## config.mk

```make
export PLATFORM = sky130hd
export DESIGN_NAME = flash_rww_boot_lock_guard
export DESIGN_NICKNAME = d
export VERILOG_FILES = /design/src/core/flash_guard_pkg.sv /design/src/core/flash_rww_boot_lock_guard.sv
export SDC_FILE = /design/constraint.sdc
export NUM_CORES = 1
export LEC_CHECK = 0
export ABC_AREA = 1
export BUFFER_PORTS_ARGS = -buffer_cell sky130_fd_sc_hd__buf_2
export CAP_MARGIN = 20
export CORE_MARGIN = 5
export CORE_UTILIZATION = 45
export DETAILED_ROUTE_END_ITERATION = 8
export PLACE_DENSITY = 0.75
export SLEW_MARGIN = 0
export SYNTH_ARGS = -nofsm -noshare
export SYNTH_HDL_FRONTEND = slang
export SYNTH_SLANG_ARGS = --single-unit
```

## constraint.sdc

```tcl
create_clock -name ref_clk -period 2.43 [get_ports ref_clk]
set_input_delay 0.1215 -clock ref_clk [delete_from_list [all_inputs] [get_ports ref_clk]]
set_output_delay 0.1215 -clock ref_clk [all_outputs]
set_load 0.05 [all_outputs]
```

## src/core/flash_guard_pkg.sv

```systemverilog
// Constants and types shared by the flash access guard
package flash_guard_pkg;

    // ---------------------------------------------------------------
    // Sizes
    // ---------------------------------------------------------------
    localparam int ADDR_W = 15;  // Word address width of program flash
    localparam int OP_W   = 2;

    // ---------------------------------------------------------------
    // Section limits (word addresses); boot size is selected by a 2-bit code
    // ---------------------------------------------------------------
    localparam logic [ADDR_W-1:0] NO_READ_START = 15'h7000;
    localparam logic [ADDR_W-1:0] BOOT_START_0 = 15'h7000;  // Largest boot section
    localparam logic [ADDR_W-1:0] BOOT_START_1 = 15'h7800;
    localparam logic [ADDR_W-1:0] BOOT_START_2 = 15'h7C00;
    localparam logic [ADDR_W-1:0] BOOT_START_3 = 15'h7E00;  // Smallest boot section

    // ---------------------------------------------------------------
    // Register map of the plain register port
    // ---------------------------------------------------------------
    localparam logic [3:0] REG_CTRL   = 4'h0;  // Store control and busy flag
    localparam logic [3:0] REG_LOCK   = 4'h1;  // Lock fields
    localparam logic [3:0] REG_CONFIG = 4'h2;  // Boot size and vector placement
    localparam logic [3:0] REG_STATUS = 4'h3;  // Guard state

    // Control register fields
    localparam int CTRL_STORE_EN  = 0;
    localparam int CTRL_READ_EN   = 4;
    localparam int CTRL_BUSY      = 6;
    // Lock register fields
    localparam int LOCK_APP_LO    = 0;
    localparam int LOCK_APP_HI    = 1;
    localparam int LOCK_BOOT_LO   = 2;
    localparam int LOCK_BOOT_HI   = 3;
    localparam int LOCK_ERASE     = 7;  // Write one: chip erase of lock fields
    // Config register fields
    localparam int CFG_BOOT_SZ    = 0;
    localparam int CFG_VEC_BOOT   = 2;

    // Reset values
    localparam logic [1:0] LOCK_RESET   = 2'h3;  // Unprogrammed
    localparam logic [1:0] BOOT_SZ_RST  = 2'h0;

    // ---------------------------------------------------------------
    // Store operation codes
    // ---------------------------------------------------------------
    typedef enum logic [OP_W-1:0] {
        OP_PAGE_LOAD  = 2'h0,
        OP_PAGE_ERASE = 2'h1,
        OP_PAGE_WRITE = 2'h2,
        OP_LOCK_SET   = 2'h3
    } store_op_t;

endpackage

```

## src/core/flash_rww_boot_lock_guard.sv

```systemverilog
// Flash access guard: read-while-write split, core halt and boot lock fields
//
// The register offsets and the strobed register port were decided locally.
`timescale 1ns/1ns
//
// Contract
// Read block chosen by section of the programming address, not read address.
// Programming the readable section keeps other-section reads alive, no halt.
// Software never reads readable section while it is programmed.
// Software disables interrupts or moves vectors during such programming.
// Boot loader section always lies inside the no-read section.
// Busy flag reads one while readable section is blocked.
// Software clears busy flag before using readable-section code.
// Programming the no-read section halts the core for the whole operation.
// Two lock fields, application and boot, set independently.
// Lock bits programmed by software or programmer, cleared by chip erase only. Reset also restores them to unprogrammed here.
// General write lock does not affect store instruction programming.
// General read/write lock does not affect flash load or store.
// Application field 11: no restriction.
// Application field 10: writes refused, loads allowed.
// Application field 00: writes and boot-code loads refused.
// Application field 01: boot-code loads refused, writes allowed.
// App modes 3,4 with boot vectors: interrupts off in application code.
// Boot field 11: no restriction.
// Boot field 10: writes to boot section refused.
// Boot field 00: writes and application-code loads refused.
// Boot field 01: app-code loads refused; modes 3,4 mask boot-side interrupts.
// Busy flag set when erase or write of readable section begins.
// Busy cleared by read-enable with store-enable when idle, or page load.
// Locks checked on every store and load; refusals have no side effect. Page-load and lock-set stores skip the check here.
module flash_rww_boot_lock_guard (
    input  wire logic                               ref_clk,
    input  wire logic                               nrst,

    // Register port
    input  wire logic [3:0]                         reg_addr,
    input  wire logic [7:0]                         reg_wdata,
    input  wire logic                               reg_write,
    input  wire logic                               reg_read,
    output logic      [7:0]                         reg_rdata,

    // Store requests from the core
    input  wire logic                               store_req,
    input  wire flash_guard_pkg::store_op_t         store_op,
    input  wire logic [flash_guard_pkg::ADDR_W-1:0] store_addr,
    input  wire logic [3:0]                         store_lock_data,
    // Origin of the running code
    input  wire logic [flash_guard_pkg::ADDR_W-1:0] exec_pc,

    // Flash load requests
    input  wire logic                               load_req,
    input  wire logic [flash_guard_pkg::ADDR_W-1:0] load_addr,

    // Flash array side
    input  wire logic                               flash_done,
    output logic                                    flash_start,
    output logic      [flash_guard_pkg::OP_W-1:0]   flash_op,
    output logic      [flash_guard_pkg::ADDR_W-1:0] flash_addr,
    output logic                                    load_grant,
    output logic                                    load_refused,
    output logic                                    store_refused,
    output logic                                    section_busy_flag,
    output logic                                    cpu_halt,
    output logic                                    irq_suppress,

    // General lock mode inputs, deliberately ignored by this guard
    input  wire logic [1:0]                         general_lock
);
    import flash_guard_pkg::*;

    // Array phase
    typedef enum logic [1:0] {IDLE, PROG_READABLE, PROG_NO_READ} prog_state_t;

    typedef struct packed {
        // Control and locks
        prog_state_t             state;
        logic                    busy;
        logic                    store_en;
        logic [1:0]              app_lock;
        logic [1:0]              boot_lock;
        logic [1:0]              boot_sz;
        logic                    vec_boot;

        // Registered outputs
        logic [7:0]              rdata;
        logic                    start;
        logic [OP_W-1:0]         op;
        logic [ADDR_W-1:0]       addr;
        logic                    grant;
        logic                    lrefused;
        logic                    srefused;
        logic                    halt;
        logic                    irq_off;
    } guard_t;

    // Present and next state
    guard_t r;
    guard_t next_r;

    // ---------------------------------------------------------------
    // Section decode
    // ---------------------------------------------------------------
    // Boot start from the size code
    // Larger code, smaller section
    function automatic logic [ADDR_W-1:0] boot_start(input logic [1:0] sz);
        unique case (sz)
            2'h0: boot_start = BOOT_START_0;
            2'h1: boot_start = BOOT_START_1;
            2'h2: boot_start = BOOT_START_2;
            2'h3: boot_start = BOOT_START_3;
        endcase
    endfunction

    // boot within no-read
    // Every boot start sits at or above the split, so boot implies no-read
    // Also holds if a boot start is lowered
    function automatic logic in_boot(input logic [ADDR_W-1:0] a, input logic [1:0] sz);
        in_boot = (a >= boot_start(sz)) && (a >= NO_READ_START);
    endfunction

    // Fixed section split
    function automatic logic in_no_read(input logic [ADDR_W-1:0] a);
        in_no_read = (a >= NO_READ_START);
    endfunction

    // Store refused by the lock field of the targeted section
    function automatic logic write_locked(input logic boot_tgt, input logic [1:0] app,
                                          input logic [1:0] boot);
        // app lower bit blocks writes
        // boot lower bit blocks writes
        write_locked = boot_tgt ? !boot[0] : !app[0];
    endfunction

    // Load refused when crossing sections against an upper lock bit
    // Same-section loads always pass
    function automatic logic read_locked(input logic boot_tgt, input logic boot_pc,
                                         input logic [1:0] app, input logic [1:0] boot);
        // app upper bit blocks boot-code loads
        // boot upper bit blocks app-code loads
        if (boot_tgt && !boot_pc) begin
            read_locked = !boot[1];
        end else if (!boot_tgt && boot_pc) begin
            read_locked = !app[1];
        end else begin
            read_locked = 1'b0;
        end
    endfunction

    // Section of each request
    logic st_boot;
    logic st_no_read;
    logic pc_boot;
    logic ld_boot;
    logic st_locked;
    logic ld_locked;

    // Classify addresses of the current requests
    // Decoded in the arrival cycle
    always_comb begin
        st_boot   = in_boot(store_addr, r.boot_sz);
        st_no_read = in_no_read(store_addr);
        // Origin of running code
        pc_boot   = in_boot(exec_pc, r.boot_sz);
        ld_boot   = in_boot(load_addr, r.boot_sz);

        // general lock not used
        // unprogrammed fields never refuse
        st_locked = write_locked(st_boot, r.app_lock, r.boot_lock);
        ld_locked = read_locked(ld_boot, pc_boot, r.app_lock, r.boot_lock);
    end

    // ---------------------------------------------------------------
    // Next-state logic
    // ---------------------------------------------------------------
    // Pulses default low
    always_comb begin
        next_r          = r;
        next_r.start    = 1'b0;
        next_r.grant    = 1'b0;
        next_r.lrefused = 1'b0;
        next_r.srefused = 1'b0;
        next_r.rdata    = 8'h00;

        // Register writes
        // Writes first, so a set below wins
        if (reg_write) begin
            unique case (reg_addr)
                REG_CTRL: begin
                    // clear busy only when idle
                    // Ignored while the array works
                    if (reg_wdata[CTRL_READ_EN] && reg_wdata[CTRL_STORE_EN]
                        && r.state == IDLE) begin
                        next_r.busy = 1'b0;
                    end
                    next_r.store_en = reg_wdata[CTRL_STORE_EN];
                end

                REG_LOCK: begin
                    // software only programs bits to zero
                    // fields independent
                    // Erase restores unprogrammed
                    if (reg_wdata[LOCK_ERASE]) begin
                        next_r.app_lock  = LOCK_RESET;
                        next_r.boot_lock = LOCK_RESET;
                    end else begin
                        next_r.app_lock  = r.app_lock
                                           & reg_wdata[LOCK_APP_HI:LOCK_APP_LO];
                        next_r.boot_lock = r.boot_lock
                                           & reg_wdata[LOCK_BOOT_HI:LOCK_BOOT_LO];
                    end
                end

                REG_CONFIG: begin
                    next_r.boot_sz  = reg_wdata[CFG_BOOT_SZ+1:CFG_BOOT_SZ];
                    next_r.vec_boot = reg_wdata[CFG_VEC_BOOT];
                end

                default: ;
            endcase
        end

        // Register reads, data stand one cycle later
        // Zero in every other cycle
        if (reg_read) begin
            unique case (reg_addr)
                REG_CTRL: begin
                    // busy reads one while blocked
                    next_r.rdata[CTRL_BUSY]     = r.busy;
                    next_r.rdata[CTRL_STORE_EN] = r.store_en;
                end

                REG_LOCK:   next_r.rdata = {4'h0, r.boot_lock, r.app_lock};
                REG_CONFIG: next_r.rdata = {5'h00, r.vec_boot, r.boot_sz};
                REG_STATUS: next_r.rdata = {4'h0, r.halt, r.busy, 2'(r.state)};
                default:    next_r.rdata = 8'h00;
            endcase
        end

        // Programming sequence
        // Stores ignored while the array works
        unique case (r.state)
            IDLE: begin
                if (store_req) begin
                    // locked store dropped, only store_refused pulses
                    if (store_op == OP_LOCK_SET) begin
                        // store programs lock bits
                        // Never touches the array
                        next_r.app_lock  = next_r.app_lock & store_lock_data[1:0];
                        next_r.boot_lock = next_r.boot_lock & store_lock_data[3:2];
                    end else if (store_op == OP_PAGE_LOAD) begin
                        // page load clears busy
                        next_r.busy  = 1'b0;
                        next_r.start = 1'b1;
                        next_r.op    = store_op;
                        next_r.addr  = store_addr;
                    end else if (st_locked) begin
                        next_r.srefused = 1'b1;
                    end else begin
                        next_r.start = 1'b1;
                        next_r.op    = store_op;
                        next_r.addr  = store_addr;
                        // section of target address
                        // Read address plays no part
                        if (st_no_read) begin
                            // halt for whole operation
                            next_r.halt  = 1'b1;
                            next_r.state = PROG_NO_READ;
                        end else begin
                            // busy set at start
                            // no halt
                            // No-read code keeps running
                            next_r.busy  = 1'b1;
                            next_r.state = PROG_READABLE;
                        end
                    end
                end
            end

            // Busy stays until cleared
            PROG_READABLE: begin
                if (flash_done) begin
                    next_r.state = IDLE;
                end
            end

            // Core released after done
            PROG_NO_READ: begin
                if (flash_done) begin
                    next_r.halt  = 1'b0;
                    next_r.state = IDLE;
                end
            end

            default: next_r.state = IDLE;
        endcase

        // Flash loads; readable section stays blocked while busy
        if (load_req) begin
            // refused load has no side effect
            // Answered in any state
            if (ld_locked || (r.busy && !in_no_read(load_addr))) begin
                next_r.lrefused = 1'b1;
            end else begin
                next_r.grant = 1'b1;
            end
        end

        // interrupts off in the locked section
        // One cycle behind the code
        next_r.irq_off = (r.vec_boot && !pc_boot && !r.app_lock[1])
                       || (!r.vec_boot && pc_boot && !r.boot_lock[1]);
    end

    // ---------------------------------------------------------------
    // State register
    // ---------------------------------------------------------------
    // Locks reset unprogrammed
    always_ff @(posedge ref_clk or negedge nrst) begin
        if (!nrst) begin
            r           <= '0;
            r.state     <= IDLE;
            r.app_lock  <= LOCK_RESET;
            r.boot_lock <= LOCK_RESET;
            r.boot_sz   <= BOOT_SZ_RST;
        end else begin
            // Whole state moves at once
            r <= next_r;
        end
    end

    // Outputs straight from the state register
    assign reg_rdata         = r.rdata;

    // Flash array side
    assign flash_start       = r.start;
    assign flash_op          = r.op;
    assign flash_addr        = r.addr;

    // Answers to the core
    assign load_grant        = r.grant;
    assign load_refused      = r.lrefused;
    assign store_refused     = r.srefused;
    assign section_busy_flag = r.busy;
    assign cpu_halt          = r.halt;
    assign irq_suppress      = r.irq_off;

endmodule // flash_rww_boot_lock_guard

```

Word-level counts from Yosys, hierarchy flattened --
Index checks and enable logic that the tools add are counted.
Word-level totals: output and inout bits 32, input port bits 72, register bits 42, logic and storage cells 121
Operators by class: order comparisons 6, reductions and logical operators 33, bitwise gates (word level) 5, muxes and demuxes 44, equality and inequality tests 17
Operators by type and width (number):
- 2-to-1 mux 18 bit | 5
- case mux 15 bit (4 select lines) | 1
- greater-or-equal comparator 15 bit | 3
- greater-or-equal comparator 15 bit (second input constant) | 3
- 2-to-1 mux 4 bit | 5
- 2-to-1 mux 2 bit | 8
- 2-to-1 mux 1 bit | 15
- logical AND 1 bit | 12
- 2-to-1 mux 3 bit | 4
- != test 2 bit (second input constant) | 6
- 2-to-1 mux 9 bit | 1
- case mux 3 bit (3 select lines) | 1
- bitwise AND 2 bit | 4
- equality test 2 bit (second input constant) | 4
- equality test 4 x 2 -> 1 bit (second input constant) | 2
- logical NOT 1 bit | 8
- 2-to-1 mux 7 bit | 1
- AND reduction 7 bit | 1
- logical NOT 2 bit | 3
- AND reduction 5 bit | 1
- equality test 2 x 1 -> 1 bit (second input constant) | 2
- equality test 4 x 1 -> 1 bit (second input constant) | 1
- logical NOT 4 bit | 1
- != test 2 x 1 -> 1 bit (second input constant) | 2
- other kinds (9) | 11

Depth between registers and ports, before layout --
word-level depth 11, depth in mapped cells 15, gate-level depth less buffers 15

Least setup slack after synthesis --
Ideal clock, no wire load.
path kind register to register, from register r[33] in the netlist's numbering, to register r (netlist bit flash_addr[0]), path buffers 2, data required time 2.314 ns, stages on the path, launching flop included 13, data arrival time 1.689 ns, clock period less this slack 1.806 ns, slack 0.624 ns, setup time 0.116 ns, path through dfrtp_1 > nor2_1 > ha_1 > nand2_1 > nor2_1 > a21oi_2 > nand2_2 > nand2_4 > nand3_4 > buf_8 > buf_12 > nand3_2 > nand2_1
Between the ends: word-level cells in the longest chain between the ends 7, elaborated cells on any way between the ends 10, those cells by class order compare (1); eq/ne (4); mux (2); reduce/logical (3)
RTL lines:
- start: declaration | RTL line flash_rww_boot_lock_guard.sv:97 | guard_t r;
- start signal: assignment | RTL line flash_rww_boot_lock_guard.sv:327 | r <= next_r;
- equality test 2 bit, or another cell as far along | RTL line flash_rww_boot_lock_guard.sv:106 | unique case (sz)
- case mux 15 bit (4 select lines) * | RTL line flash_rww_boot_lock_guard.sv:106
- greater-or-equal comparator 15 bit * | RTL line flash_rww_boot_lock_guard.sv:118 | in_boot = (a >= boot_start(sz)) && (a >= NO_READ_START);
- logical AND 1 bit * | RTL line flash_rww_boot_lock_guard.sv:118
- 2-to-1 mux 1 bit * | RTL line flash_rww_boot_lock_guard.sv:131 | write_locked = boot_tgt ? !boot[0] : !app[0];
- != test 2 x 1 -> 1 bit (no source line) *
- AND reduction 4 bit (no source line) *
Mark *: on every way between the ends. The rest lies on a longest branch, timed or not. The select of a mux whose other input is x is not followed. A chain may end at the register's enable or synchronous reset.

Worst setup path in the final report --
from register r[32] in the netlist's numbering, to register r (netlist bit flash_addr[12])
Same word-level chain as after synthesis.

==> impl_metrics.ini <==
[global_routing]
grt_pass1_wl_um = 10000
grt_max_degree = 40
via_count_of_the_first_global_routing_pass = 2358
initial_antenna_violation_count = 0
overflow = 0
grtUsageTotal_pct = 16.9

[sta]
tightestPinTransition_ps = 850
timing.clock.skew_ps = 4.75
min_period_over_period_pct = 80.9
report.final.setup_viol = 0
grt_setup_unrepaired = no
achievable-frequency_ghz = 0.509
final-hold-violation-count = 0
fin_ws_ps = 465
totalNegativeSetupSlack_ps = 0
period_needed_ps = 1970
report.final.slew_viol_count = 0
slew-limit-headroom_pct = 43.3

[worst_hold_path]
holdCritPathClass = in -> reg
min-delay-start = load_req
holdPathEnd = load_refused$_DFF_PN0_
worstHoldPathCells = 3

[final_layout]
final_core_utilization_pct = 54.5
layout_commonest_cell = sky130_fd_sc_hd__buf_2
num-nets-final = 493
mostFrequentLayoutCells = 96 x sky130_fd_sc_hd__buf_2, 91 x sky130_fd_sc_hd__nand2_1, 42 x sky130_fd_sc_hd__nor2_1
num_antenna_cells = 0
drive_above_1_share_pct = 31.5
synthToLayoutAreaGrowth_pct = 18.2
layout.filler_cells = 527

[setup_path]
critical-path-max-stage-delay_ps = 420
r2r.worst_path.cells = 14
cp_cell_sequence = nand2_1 -> inv_1 -> ha_1 -> inv_1 -> nor2_1 -> nand2_1 -> nor2_1 -> nand2_1 -> nand2_2 -> nand2_4 -> nand3_4 -> buf_4 -> nand3_1 -> nand2_1
regToRegSetupSlack_ps = 460
worstReg2RegEnd = flash_addr[12]$_DFFE_PN0P_
critical_path_required_ps = 2650
worstSetupEndpointType = flop
worstPathMaxFanout = 17
critPathKind = reg -> reg
critical-path-top-cell-by-count = sky130_fd_sc_hd__nand2_1
worst_setup_path_startpoint = r[32]$_DFFE_PN0P_
timing.critical_path.arrival_ps = 2190
worstSetupStartpointType = flop
critical-path-slowest-cell = sky130_fd_sc_hd__dfrtp_1
r2r_start = r[32]$_DFFE_PN0P_

[drt]
viasPerCell = 4.73
dr.pass1.iters = 4
initialDrtViolationCount = 69
detail_route.wl_per_cell_um = 12.2
vias = 2275
route.final.wire_length_um = 5890
detail_route.drc_violations = 0
drtAntennaViolNets = 0

[clock_network]
clkTransAtPathRegs_ps = 70
cts_made_buffers = 5
ctsRootBufferMaster = sky130_fd_sc_hd__clkbuf_8
clk_path_buf_depth = 2
clock-sinks = 39
insertion_delay_to_the_later_sink_of_the_worst_skew_pair_ps = 290
ctsHtreeMaxLevel = 2
cts_tree = yes

[floorplan]
fp.coreArea_um2 = 5510
total_i_o_pin_count = 104
rows = 27
die_width_um = 85.1
die_height_um = 85.1
floorplan.die_area_um2 = 7240
start_util_pct = 46.1

[flow_run]
drv.max_cap_violation_count = 0

[logic_synthesis]
ys_dominant_reg_cell = sky130_fd_sc_hd__dfrtp_1
synth-warning-count = 0
synthCells = 328
synth_sequential_area_ratio_pct = 38.7
ys_seq_elements = 39
ys_async_sr_fraction_pct = 100
syn-mean-instance-area_um2 = 7.74
count_of_flip_flops_with_a_built_in_enable_after_synthesis = 0
netlist-cell-type-count = 30
post_synth_instance_area_um2 = 2540

[place]
place_hpwl_um = 4850
dp_worst_setup_slack_ps = 443
port_bufs = 96
gp_congestion = 0.798

[power]
static-leakage-power_nw = 1.74
total_power_mw = 2.94
vdd_ir_drop_max_mv = 0.629
cellPowerDensity_nw_per_um2 = 979

[run_status]
outcome = completed
-- metal layers --
layer	GRT usage [%]	vias to the layer above	share of wire [%]
met4	6.04	0	1.7
met2	30.6	70	50
met5	0	-	0
li1	-	1170	-
met1	19.6	1023	42
met3	3.59	12	6.2
-- cells by family (layout without fill, tap and decap cells) --
logic type               after synthesis  in the layout  share of synthesized area (%)
other                                  1              3                          0.148
adder cells (fa/ha/maj)               13             13                           6.41
AO/OA/AOI/OAI                         25             25                           5.92
flip-flops                            39             39                           38.7
buffers and inverters                 69            148                           15.7
AND/OR/NAND/NOR                      181            181                           33.2
-- final cells by class --
class	count	area, µm²	share of cell area (%)
Multi-Input combinational cell	222	1170	38.9
Inverter	40	150	5.00
Tap cell	72	90.1	3.00
Timing Repair Buffer	100	513	17.1
Sequential cell	39	981	32.7
Clock buffer	8	100	3.34
-- worst max-delay path: cells and delay by family, from the launching register on --
kind / cells / cell delay, ps
fa+ha+maj: 1 / 280
flops: 1 / 420
buf+inv: 3 / 370
simple gates: 10 / 830
-- registers in the layout (all words and copies together) (netlist names) --
name	flops
load_grant	1
store_refused	1
flash_op	2
irq_suppress	1
r	10
cpu_halt	1
flash_start	1
reg_rdata	5
flash_addr	15
load_refused	1
section_busy_flag	1
-- worst max path at each step --
| stage | slack [ps] | cells past startpoint | end |
|---|---|---|---|
| after floorplan | 620 | 12 | flash_addr[0]$_DFFE_PN0P_ |
| after global placement | 480 | 14 | flash_op[1]$_DFFE_PN0P_ |
| after detailed placement | 440 | 14 | flash_addr[12]$_DFFE_PN0P_ |
| after CTS | 420 | 14 | flash_addr[12]$_DFFE_PN0P_ |
| after global routing | 270 | 12 | flash_addr[14]$_DFFE_PN0P_ |
| final | 460 | 14 | flash_addr[12]$_DFFE_PN0P_ |
-- cell usage after synthesis (2+ instances only) --
cell type                  instances  area (µm²)
sky130_fd_sc_hd__dfrtp_1          35         876
sky130_fd_sc_hd__ha_1             13         163
sky130_fd_sc_hd__buf_4            25         188
sky130_fd_sc_hd__nand3_1          19        95.1
sky130_fd_sc_hd__nor3_1            5        25.0
sky130_fd_sc_hd__nand2_2           2        12.5
sky130_fd_sc_hd__nand3_2          12         120
sky130_fd_sc_hd__nand4_1           4        25.0
sky130_fd_sc_hd__o21bai_1          2        15.0
sky130_fd_sc_hd__nand2_4           2        22.5
sky130_fd_sc_hd__nand2_1          91         342
sky130_fd_sc_hd__a21oi_1           7        35.0
sky130_fd_sc_hd__inv_1            40         150
sky130_fd_sc_hd__o22ai_1           4        25.0
sky130_fd_sc_hd__nor2_1           42         158
sky130_fd_sc_hd__o21ai_0           8        40.0
sky130_fd_sc_hd__dfstp_2           4         105
-- where the power goes --
group / internal [mW] / switching [mW] / leakage, nW
Sequential: 0.867 / 0.136 / 0.491
Clock: 0.259 / 0.211 / 0.0515
Combinational: 0.385 / 1.08 / 1.20
-- stage by stage --
stage | cells | instance area [µm²] | hold slack [ps]
after detailed placement | 472 | 2890 | 287
after global placement | 472 | 2890 | 273
after floorplan | 330 | 2540 | -174
after global routing | 481 | 3000 | 43.5
after CTS | 481 | 3000 | 24.9
final | 481 | 3000 | 35.0
-- repair_timing --
action                                  CTS  global route
endpoints found under the hold margin    35             0
resized for setup                         0             0
hold buffers                              1             0
endpoints found under the setup margin    0             0
setup buffers                             0             0
Note: power is estimated with default switching activity, not from simulation.
